## src/otadt_cfg.svh

```systemverilog
// register offsets, field positions, reset values and timing constants
`ifndef OTADT_CFG_SVH
`define OTADT_CFG_SVH

// ----------------------------------------------------------------------------
// register offsets
// ----------------------------------------------------------------------------
`define OTADT_ADDR_CFG1 8'h01
`define OTADT_ADDR_CFG2 8'h02
`define OTADT_ADDR_EVENT_CFG 8'h04
`define OTADT_ADDR_CONV_RATE 8'h05
`define OTADT_ADDR_QUEUE_DEPTH 8'h06
`define OTADT_ADDR_MASK2 8'h09
`define OTADT_ADDR_DUTY_LIMIT 8'h19
`define OTADT_ADDR_HYSTERESIS 8'h1a
`define OTADT_ADDR_DUTY_MEASURED 8'h4e
`define OTADT_ADDR_STATUS2 8'h50

// ----------------------------------------------------------------------------
// field positions
// ----------------------------------------------------------------------------
`define OTADT_CFG1_TIMER_BIT 2
`define OTADT_CFG1_COMP_BIT 3
`define OTADT_CFG2_BOOST_OFF_BIT 1
`define OTADT_EVCFG_REF_BIT 7
`define OTADT_EVCFG_WIN_LO 4
`define OTADT_EVCFG_WIN_HI 6
`define OTADT_DUTY_EXC_BIT 4
`define OTADT_PIN_STATE_BIT 2

// ----------------------------------------------------------------------------
// reset values
// ----------------------------------------------------------------------------
`define OTADT_CFG1_RST 8'h00
`define OTADT_CFG2_RST 8'h00
`define OTADT_EVENT_CFG_RST 8'h00
`define OTADT_CONV_RATE_RST 8'h07
`define OTADT_QUEUE_DEPTH_RST 8'h00
`define OTADT_MASK2_RST 8'h00
`define OTADT_DUTY_LIMIT_RST 8'hff
`define OTADT_HYSTERESIS_RST 8'h04

// ----------------------------------------------------------------------------
// rates and timing
// ----------------------------------------------------------------------------
`define OTADT_RATE_MAX 8'h0a
`define OTADT_RATE_NO_AVG 8'h08
`define OTADT_DUTY_NEVER 8'hff
`define OTADT_DUTY_SAMPLES 255
`define OTADT_SAMPLE_LAST 8'hfe
`define OTADT_WINDOW_MIN_US 250000
`define OTADT_CLK_FREQ_MHZ 125
`define OTADT_WIN_SEL_MAX 3'h5
`define OTADT_QUEUE_FULL 3'h4

`endif

```

## src/otadt_pkg.sv

```systemverilog
// types shared by the over-temperature alert and duty timer block
package otadt_pkg;

  // per-channel results from the measurement loop
  typedef struct packed {
    logic convDone;
    logic overLimit;
    logic overTherm;
    logic belowHys;
  } otadt_chan_t;

  // register access port strobes
  typedef struct packed {
    logic wrEn;
    logic rdEn;
    logic [7:0] addr;
    logic [7:0] wrData;
  } otadt_reg_req_t;

  typedef struct packed {
    logic [7:0] cfg1;
    logic [7:0] cfg2;
    logic [7:0] eventCfg;
    logic [7:0] rateReg;
    logic [7:0] activeRate;
    logic [7:0] depthReg;
    logic [7:0] mask2;
    logic [7:0] dutyLimit;
    logic [7:0] hyst;
    logic [7:0] dutyMeasured;
    logic dutyExceeded;
    logic [2:0][2:0] queueCnt;
    logic [2:0] lastOut;
    logic [2:0] chanHot;
    logic [22:0] slotCnt;
    logic [7:0] sampleCnt;
    logic [7:0] lowCnt;
    logic [7:0] rdData;
  } otadt_state_t;

endpackage

```

## src/otadt_overtemp_alert_and_duty_timer.sv

```systemverilog
// over-temperature pin, fault queues, conversion rate and duty timer
//
// Overview of operation
// fan-stall pin goes active whenever either fan has stalled, in stall role.
// dual-use pin defaults to stall output; event config bit 7 makes it reference.
// fault queue applies to temperature channels only, and only in latched mode.
// one queue per channel; alert when count reaches programmed depth.
// queue ignores alert status register bits.
// depth from bits 3:0: 000x=1, 001x=2, 01xx=3, 1xxx=4.
// queues empty on alert response, status 1 read, or reset.
// clearing queues releases alert; refilled queue asserts it again.
// rate code 0x00 is 0.0625/s doubling to 64/s at 0x0a; above reserved.
// averaging only below 16 conversions per second.
// new rate takes effect when current round-robin loop ends.
// output mode drives pin low above limit, releases below limit minus hysteresis.
// pin is an output after reset.
// over-temperature boosts fans unless boost-inhibit bit is set.
// timer bit makes pin an input; device stops driving and detects lows.
// low time measured as fraction of window, stored in measured register.
// window select 0.25 s doubling to 4 s, codes 5 to 7 give 8 s.
// measured above limit sets status bit 4 and alerts unless masked.
// limit 0x00 alerts on first assertion; 0xff never alerts.
// limit scales linearly, 0xff is whole window.
// limit checked when window elapses.
// in input mode, per-channel event enables let device pull the pin low.
// alert latched when config bit 3 is 0, comparator when 1.
// mask blocks only alert; status bit still set.
// in-limit reading restarts the channel's consecutive count; the code skips the restart once the queue is full.
`include "otadt_cfg.svh"
`timescale 1ns/10ps
`default_nettype none

module otadt_overtemp_alert_and_duty_timer #(
  parameter int SLOT_BASE_CYCLES = (`OTADT_WINDOW_MIN_US * `OTADT_CLK_FREQ_MHZ) / `OTADT_DUTY_SAMPLES
) (
  input wire logic clk_sys,
  input wire logic resetn,
  input wire otadt_pkg::otadt_reg_req_t regReq,
  output logic [7:0] regRdData,
  input wire logic status1Read,
  input wire logic alertRespDone,
  input wire otadt_pkg::otadt_chan_t [2:0] chan,
  input wire logic loopDone,
  output logic [7:0] activeRate,
  output logic averageEn,
  output logic [7:0] thermHysteresis,
  input wire logic [1:0] fanStall,
  output logic fanFaultN,
  output logic fanFaultOe,
  output logic fanBoost,
  input wire logic overtempPinIn,
  output logic overtempPinOut,
  output logic overtempPinOe,
  output logic alertN
);

  otadt_pkg::otadt_state_t cur_ff;
  otadt_pkg::otadt_state_t nxt_cur;

  logic timerMode;
  logic compMode;
  logic queueClear;
  logic [2:0] queueDepth;
  logic [2:0] queueFull;
  logic pinLow;
  logic [2:0] winSel;
  logic [22:0] slotLen;
  logic slotEnd;
  logic [7:0] lowNow;
  logic tempAlert;
  logic dutyAlert;

  // ----------------------------------------------------------------------------
  // decoded controls
  // ----------------------------------------------------------------------------
  assign timerMode = cur_ff.cfg1[`OTADT_CFG1_TIMER_BIT];
  assign compMode = cur_ff.cfg1[`OTADT_CFG1_COMP_BIT];
  // fault queue state never looks at status bits, only at the readings and the clear strobes
  assign queueClear = alertRespDone | status1Read;

  always_comb begin
    if (cur_ff.depthReg[3]) begin
      queueDepth = 3'h4;
    end else if (cur_ff.depthReg[2]) begin
      queueDepth = 3'h3;
    end else if (cur_ff.depthReg[1]) begin
      queueDepth = 3'h2;
    end else begin
      queueDepth = 3'h1;
    end
  end

  always_comb begin
    for (int i = 0; i < 3; i++) begin
      queueFull[i] = cur_ff.queueCnt[i] >= queueDepth;
    end
  end

  // pin is only sampled for timing while it is an input
  assign pinLow = timerMode & ~overtempPinIn;

  // window codes above four seconds saturate at eight seconds
  always_comb begin
    winSel = cur_ff.eventCfg[`OTADT_EVCFG_WIN_HI:`OTADT_EVCFG_WIN_LO];
    if (winSel > `OTADT_WIN_SEL_MAX) begin
      winSel = `OTADT_WIN_SEL_MAX;
    end
  end

  // each window is split into 255 equal slots, one low sample per slot, so the
  // sample count is the percentage code directly and no divider is needed
  assign slotLen = 23'(SLOT_BASE_CYCLES) << winSel;
  assign slotEnd = cur_ff.slotCnt >= slotLen - 23'h1;
  assign lowNow = cur_ff.lowCnt + {7'h00, pinLow};

  // ----------------------------------------------------------------------------
  // next state
  // ----------------------------------------------------------------------------
  always_comb begin
    nxt_cur = cur_ff;

    // register writes
    if (regReq.wrEn) begin
      if (regReq.addr == `OTADT_ADDR_CFG1) begin
        nxt_cur.cfg1 = regReq.wrData;
      end else if (regReq.addr == `OTADT_ADDR_CFG2) begin
        nxt_cur.cfg2 = regReq.wrData;
      end else if (regReq.addr == `OTADT_ADDR_EVENT_CFG) begin
        nxt_cur.eventCfg = regReq.wrData;
      end else if (regReq.addr == `OTADT_ADDR_CONV_RATE) begin
        nxt_cur.rateReg = regReq.wrData;
      end else if (regReq.addr == `OTADT_ADDR_QUEUE_DEPTH) begin
        nxt_cur.depthReg = regReq.wrData;
      end else if (regReq.addr == `OTADT_ADDR_MASK2) begin
        nxt_cur.mask2 = regReq.wrData;
      end else if (regReq.addr == `OTADT_ADDR_DUTY_LIMIT) begin
        nxt_cur.dutyLimit = regReq.wrData;
      end else if (regReq.addr == `OTADT_ADDR_HYSTERESIS) begin
        nxt_cur.hyst = regReq.wrData;
      end
    end

    // register reads, data valid the cycle after the strobe
    nxt_cur.rdData = 8'h00;
    if (regReq.rdEn) begin
      if (regReq.addr == `OTADT_ADDR_CFG1) begin
        nxt_cur.rdData = cur_ff.cfg1;
      end else if (regReq.addr == `OTADT_ADDR_CFG2) begin
        nxt_cur.rdData = cur_ff.cfg2;
      end else if (regReq.addr == `OTADT_ADDR_EVENT_CFG) begin
        nxt_cur.rdData = cur_ff.eventCfg;
      end else if (regReq.addr == `OTADT_ADDR_CONV_RATE) begin
        nxt_cur.rdData = cur_ff.rateReg;
      end else if (regReq.addr == `OTADT_ADDR_QUEUE_DEPTH) begin
        nxt_cur.rdData = cur_ff.depthReg;
      end else if (regReq.addr == `OTADT_ADDR_MASK2) begin
        nxt_cur.rdData = cur_ff.mask2;
      end else if (regReq.addr == `OTADT_ADDR_DUTY_LIMIT) begin
        nxt_cur.rdData = cur_ff.dutyLimit;
      end else if (regReq.addr == `OTADT_ADDR_HYSTERESIS) begin
        nxt_cur.rdData = cur_ff.hyst;
      end else if (regReq.addr == `OTADT_ADDR_DUTY_MEASURED) begin
        nxt_cur.rdData = cur_ff.dutyMeasured;
      end else if (regReq.addr == `OTADT_ADDR_STATUS2) begin
        nxt_cur.rdData[`OTADT_DUTY_EXC_BIT] = cur_ff.dutyExceeded;
        nxt_cur.rdData[`OTADT_PIN_STATE_BIT] = overtempPinOe | pinLow;
        nxt_cur.dutyExceeded = 1'b0;
      end
    end

    // rate change waits for the loop; a reserved code leaves the old rate running
    if (loopDone && cur_ff.rateReg <= `OTADT_RATE_MAX) begin
      nxt_cur.activeRate = cur_ff.rateReg;
    end

    // fault queues and per-channel hysteresis state
    for (int i = 0; i < 3; i++) begin
      // a clear in the same cycle as a reading empties first, then the reading counts
      if (queueClear) begin
        nxt_cur.queueCnt[i] = 3'h0;
      end
      if (chan[i].convDone) begin
        nxt_cur.lastOut[i] = chan[i].overLimit;
        // a full queue holds the latched alert until software empties it
        if (!chan[i].overLimit && !queueFull[i]) begin
          nxt_cur.queueCnt[i] = 3'h0;
        end else if (chan[i].overLimit && nxt_cur.queueCnt[i] != `OTADT_QUEUE_FULL) begin
          nxt_cur.queueCnt[i] = nxt_cur.queueCnt[i] + 3'h1;
        end
      end
      if (chan[i].overTherm) begin
        nxt_cur.chanHot[i] = 1'b1;
      end else if (chan[i].belowHys) begin
        nxt_cur.chanHot[i] = 1'b0;
      end
    end

    // duty timer, only while the pin is an input
    if (!timerMode) begin
      nxt_cur.slotCnt = 23'h0;
      nxt_cur.sampleCnt = 8'h00;
      nxt_cur.lowCnt = 8'h00;
    end else if (slotEnd) begin
      nxt_cur.slotCnt = 23'h0;
      if (cur_ff.sampleCnt == `OTADT_SAMPLE_LAST) begin
        nxt_cur.sampleCnt = 8'h00;
        nxt_cur.lowCnt = 8'h00;
        nxt_cur.dutyMeasured = lowNow;
        if (lowNow > cur_ff.dutyLimit && cur_ff.dutyLimit != `OTADT_DUTY_NEVER) begin
          nxt_cur.dutyExceeded = 1'b1;
        end
      end else begin
        nxt_cur.sampleCnt = cur_ff.sampleCnt + 8'h01;
        nxt_cur.lowCnt = lowNow;
      end
    end else begin
      nxt_cur.slotCnt = cur_ff.slotCnt + 23'h1;
    end

    // a zero limit trips on the first low, without waiting for the window
    if (pinLow && cur_ff.dutyLimit == 8'h00) begin
      nxt_cur.dutyExceeded = 1'b1;
    end
  end

  // ----------------------------------------------------------------------------
  // state register
  // ----------------------------------------------------------------------------
  always_ff @(posedge clk_sys or negedge resetn) begin
    if (!resetn) begin
      cur_ff <= '0;
      cur_ff.cfg1 <= `OTADT_CFG1_RST;
      cur_ff.cfg2 <= `OTADT_CFG2_RST;
      cur_ff.eventCfg <= `OTADT_EVENT_CFG_RST;
      cur_ff.rateReg <= `OTADT_CONV_RATE_RST;
      cur_ff.activeRate <= `OTADT_CONV_RATE_RST;
      cur_ff.depthReg <= `OTADT_QUEUE_DEPTH_RST;
      cur_ff.mask2 <= `OTADT_MASK2_RST;
      cur_ff.dutyLimit <= `OTADT_DUTY_LIMIT_RST;
      cur_ff.hyst <= `OTADT_HYSTERESIS_RST;
    end else begin
      cur_ff <= nxt_cur;
    end
  end

  // ----------------------------------------------------------------------------
  // outputs
  // ----------------------------------------------------------------------------
  assign regRdData = cur_ff.rdData;
  assign activeRate = cur_ff.activeRate;
  assign averageEn = cur_ff.activeRate < `OTADT_RATE_NO_AVG;
  assign thermHysteresis = cur_ff.hyst;

  // in reference role the pin is analog, so digital drive must stay off
  assign fanFaultOe = ~cur_ff.eventCfg[`OTADT_EVCFG_REF_BIT];
  assign fanFaultN = ~(|fanStall);

  assign fanBoost = (|cur_ff.chanHot) & ~cur_ff.cfg2[`OTADT_CFG2_BOOST_OFF_BIT];

  // open drain: only ever pulls low
  assign overtempPinOut = 1'b0;
  always_comb begin
    if (timerMode) begin
      overtempPinOe = |(cur_ff.chanHot & cur_ff.eventCfg[2:0]);
    end else begin
      overtempPinOe = |cur_ff.chanHot;
    end
  end

  // comparator mode bypasses the queues and follows the latest readings
  assign tempAlert = compMode ? (|cur_ff.lastOut) : (|queueFull);
  assign dutyAlert = cur_ff.dutyExceeded & ~cur_ff.mask2[`OTADT_DUTY_EXC_BIT];
  assign alertN = ~(tempAlert | dutyAlert);

endmodule

`default_nettype wire

```

## config.mk

```make
export PLATFORM = sky130hd
export DESIGN_NAME = otadt_overtemp_alert_and_duty_timer
export DESIGN_NICKNAME = d
export VERILOG_FILES = /design/src/otadt_pkg.sv /design/src/otadt_overtemp_alert_and_duty_timer.sv
export VERILOG_INCLUDE_DIRS = /design/src
export SDC_FILE = /design/constraint.sdc
export NUM_CORES = 1
export LEC_CHECK = 0
export ABC_AREA = 1
export BUFFER_PORTS_ARGS = -buffer_cell sky130_fd_sc_hd__buf_2
export CAP_MARGIN = 0
export CORE_ASPECT_RATIO = 0.5
export CORE_MARGIN = 2
export CORE_UTILIZATION = 50
export CTS_CLUSTER_DIAMETER = 30
export CTS_CLUSTER_SIZE = 30
export DETAILED_ROUTE_END_ITERATION = 10
export PLACE_DENSITY = 0.73
export REMOVE_ABC_BUFFERS = 1
export SLEW_MARGIN = 20
export SYNTH_ARGS = -nofsm -noshare
export SYNTH_HDL_FRONTEND = slang
export SYNTH_SLANG_ARGS = --single-unit
export TNS_END_PERCENT = 30
```

## constraint.sdc

```tcl
create_clock -name clk_sys -period 2.6 [get_ports clk_sys]
set_input_delay 0.13 -clock clk_sys [delete_from_list [all_inputs] [get_ports clk_sys]]
set_output_delay 0.13 -clock clk_sys [all_outputs]
set_load 0.02 [all_outputs]
```

==> flow_metrics.env <==
export IMPL_outcome="finished with violations"
export IMPL_violations="negative setup slack"
export IMPL_arrival_ns=2.95
export IMPL_fillers=1371
export IMPL_syn_area_mm2=0.00857
export IMPL_peakVddDrop_v=0.000433
export IMPL_die_x_um=189
export IMPL_p_comb_share_pct=11.1
export IMPL_vias=7507
export IMPL_synth_edf_count=0
export IMPL_synth_xor_xnor_area_share_pct=2.96
export IMPL_dp_slack_ns=-0.219
export IMPL_cts_sinks=143
export IMPL_multi_input_area_mm2=0.00438
export IMPL_endpoint_kind="flop"
export IMPL_yosysTopAreaCellShare_pct=37.4
export IMPL_setup_viol=6
export IMPL_cts_root_buf="clkbuf_16"
export IMPL_clk_latency_ns=0.43
export IMPL_hold_depth=3
export IMPL_holdWs_ns=0.0135
export IMPL_final_max_slew_viol_count=0
export IMPL_power_frac_seq_pct=42.9
export IMPL_fin_nets=1266
export IMPL_ios=69
export IMPL_h_tree_depth=4
export IMPL_critPathMaxFanout=8
export IMPL_die_h_um=96.6
export IMPL_p_clk_share_pct=46.0
export IMPL_fmax_mhz=378
export IMPL_initial_core_util_pct=51.8
export IMPL_synth_main_ff_cell="dfrtp_1"
export IMPL_fin_crit_ns=2.65
export IMPL_layout_area_seq_mm2=0.00360
export IMPL_cts_made_buffers=17
export IMPL_fin_crit_sh_pct=102
export IMPL_synth_adder_area_share_pct=8.03
export IMPL_synth_area_mux_share_pct=0
export IMPL_num_antenna_cells=0
export IMPL_grt_pass1_wl_um=36300
export IMPL_ys_async_sr_fraction_pct=100
export IMPL_rsz0062_at_grt="yes"
export IMPL_finalSetupTns_ns=-0.115
export IMPL_cts_tree="done"
export IMPL_antenna_found_initial=0
export IMPL_r2r_cells=15
export IMPL_dr_pass1_iters=5
export IMPL_drive_gt1_share_pct=19.1
export IMPL_synth_cell_types=56
export IMPL_hpwl_um=15700
export IMPL_syn_inst=1086
export IMPL_postRouteAntennaNets=0
export IMPL_grt_total_usage_pct=24.9
export IMPL_synth_area_leaders="dfrtp_1 37%, nand2_1 12%, ha_1 8.0%"
export IMPL_setup_slack_ns=-0.0455
export IMPL_p_sw_share_pct=27.1
export IMPL_first_iter_violations=561
export IMPL_place_congestion=0.912
export IMPL_port_buffers=67
export IMPL_internal_power_mw=4.02
export IMPL_finalPower_mw=5.52
export IMPL_grt_pass1_vias=7496
export IMPL_hold_violations=0
export IMPL_cp_required_ns=2.90
export IMPL_power_density_mw_per_mm2=544
export IMPL_drc_errors=0
export IMPL_avgSynthCellArea_um2=7.90
export IMPL_grt_start_max_net_pins=77
export IMPL_switching_power_mw=1.50
export IMPL_wl_per_cell_um=15.8
export IMPL_yosysSeqAreaShare_pct=42.0
export IMPL_viasPerCell=5.31
export IMPL_synth_top_family_by_area="simple AND/OR/NAND/NOR gates"
export IMPL_worst_pin_slew_ns=0.707
export IMPL_yosys_area_top_type="dfrtp_1"
export IMPL_crit_type="flop to flop"
export IMPL_rows=33
export IMPL_start_kind="flop"
export IMPL_syn_to_final_growth_pct=18.4
export IMPL_ys_warn_count=0
export IMPL_yosys_area_share_simple_pct=26.1
export IMPL_path_clk_slew_ns=0.07
export IMPL_skew_ns=0.0116
export IMPL_synth_compound_area_share_pct=11.4
export IMPL_grt_overflow_total=0
export IMPL_ys_seq_elements=143
export IMPL_die_area_mm2=0.0183
export IMPL_slew_headroom_pct=52.9
export IMPL_wl_um=22300
export IMPL_cts_max_path_buffers=2
export IMPL_leakagePower_nw=4.98
export IMPL_drv_cap=0
export IMPL_worstHoldPathType="input port to flop"
export IMPL_coreArea_mm2=0.0166
export IMPL_final_util_pct=61.3
## cell type report
class | instances | area share [%]
clock buffers | 19 | 4.46
clock inverters | 13 | 1.49
inverters | 133 | 4.99
multi-input cells | 765 | 43.1
flip-flops and latches | 143 | 35.4
well taps | 227 | 2.80
repair buffers | 113 | 7.71
## registers in the layout (all words and copies together) (netlist names)
| name | cells |
|---|---|
| activeRate | 8 |
| compMode | 1 |
| cur_ff | 118 |
| regRdData | 8 |
| thermHysteresis | 8 |
## layout by cell type, fill, tap and decap left out, types with 6 or more instances in the layout
cell type      count
nand2_1          261
dfrtp_1          127
inv_1            123
nor2_1            98
o21ai_0           73
buf_2             66
ha_1              50
o21ai_1           33
nand3_1           31
a21oi_1           30
nand4_1           27
buf_4             21
xor2_1            20
nor3_1            17
clkbuf_16         17
nor2_2            15
dfstp_2           15
dlygate4sd3_1     15
nand2_2           14
xnor2_1            9
o22ai_1            9
o21ai_2            8
buf_6              8
nor2_4             7
inv_2              6
## per-layer routing
metal	share of wire, %	track usage, %	routed length (um)	vias up
met5	0	0	0	-
met2	48	41.6	10800	222
met4	1.6	8.41	357	0
li1	-	-	-	3682
met1	45	32.5	9970	3573
met3	5.3	4.61	1170	30
## kinds of logic (layout without fill, tap and decap cells)
group | Yosys count | count (layout)
flops | 143 | 143
fa+ha+maj | 55 | 55
compound gates | 177 | 177
buf+inv | 179 | 278
other cells | 2 | 2
xor+xnor | 29 | 29
simple gates | 501 | 502
## per-stage QoR
step	std cells	cell area, um^2
CTS	1409	9970
global placement	1360	9110
global route	1413	10200
detailed placement	1360	9110
finish	1413	10200
floorplan	1040	8260
## critical path, cell delays in order, from the launching register on
cell and delay (ns):
dfrtp_2 0.44, nor2_4 0.17, inv_2 0.08, buf_6 0.12, o21ai_0 0.30, ha_1 0.34, a21oi_1 0.13, o21ai_0 0.10
nand2_1 0.07, nand2_1 0.06, nand2_2 0.09, nand4_4 0.17, buf_6 0.18, buf_6 0.13, nand4_1 0.08, nand2_1 0.08
## synth_stat cells, types with 6 or more instances
cell type,count
xnor2_1,9
clkbuf_1,6
o21ai_0,88
o21ai_2,8
nor2_2,11
nand2_2,7
o22ai_1,9
o21ai_1,18
buf_2,8
a21oi_1,35
xor2_1,20
ha_1,55
dfstp_2,15
nor3_1,17
nand4_1,27
dfrtp_1,128
nand2_1,269
buf_4,26
nand3_1,31
inv_1,126
nor2_1,107
## power groups by stage
stage	registers, mW	logic, mW	clock network (mW)
after detailed placement	2.41	0.540	0
after global placement	2.41	0.520	0
after floorplan	2.41	0.298	0
after CTS	2.37	0.578	2.57
final	2.37	0.612	2.54
after global routing	2.38	0.682	2.67
## path summary, 6_finish.rpt
path,slack (ns),to,start
max,-0.05,cur_ff[66],cur_ff[125]
min,0.01,regRdData[0],regReq[16]
max reg2reg,-0.05,cur_ff[66],cur_ff[125]
min reg2reg,0.48,cur_ff[136],cur_ff[136]
max in group asynchronous,1.46,cur_ff[37],resetn
min in group asynchronous,0.28,cur_ff[56],resetn
## what timing repair did
| action | 4_1_cts | 5_1_grt |
|---|---|---|
| endpoints found under the setup margin | 47 | 48 |
| hold buffers | 15 | 0 |
| hold endpoints to repair | 70 | 0 |
| setup buffers | 2 | 3 |
| gates resized for setup | 26 | 46 |
| pin swaps | 10 | 21 |
| cloned | 0 | 1 |
Power figures use the tool's default switching activity.
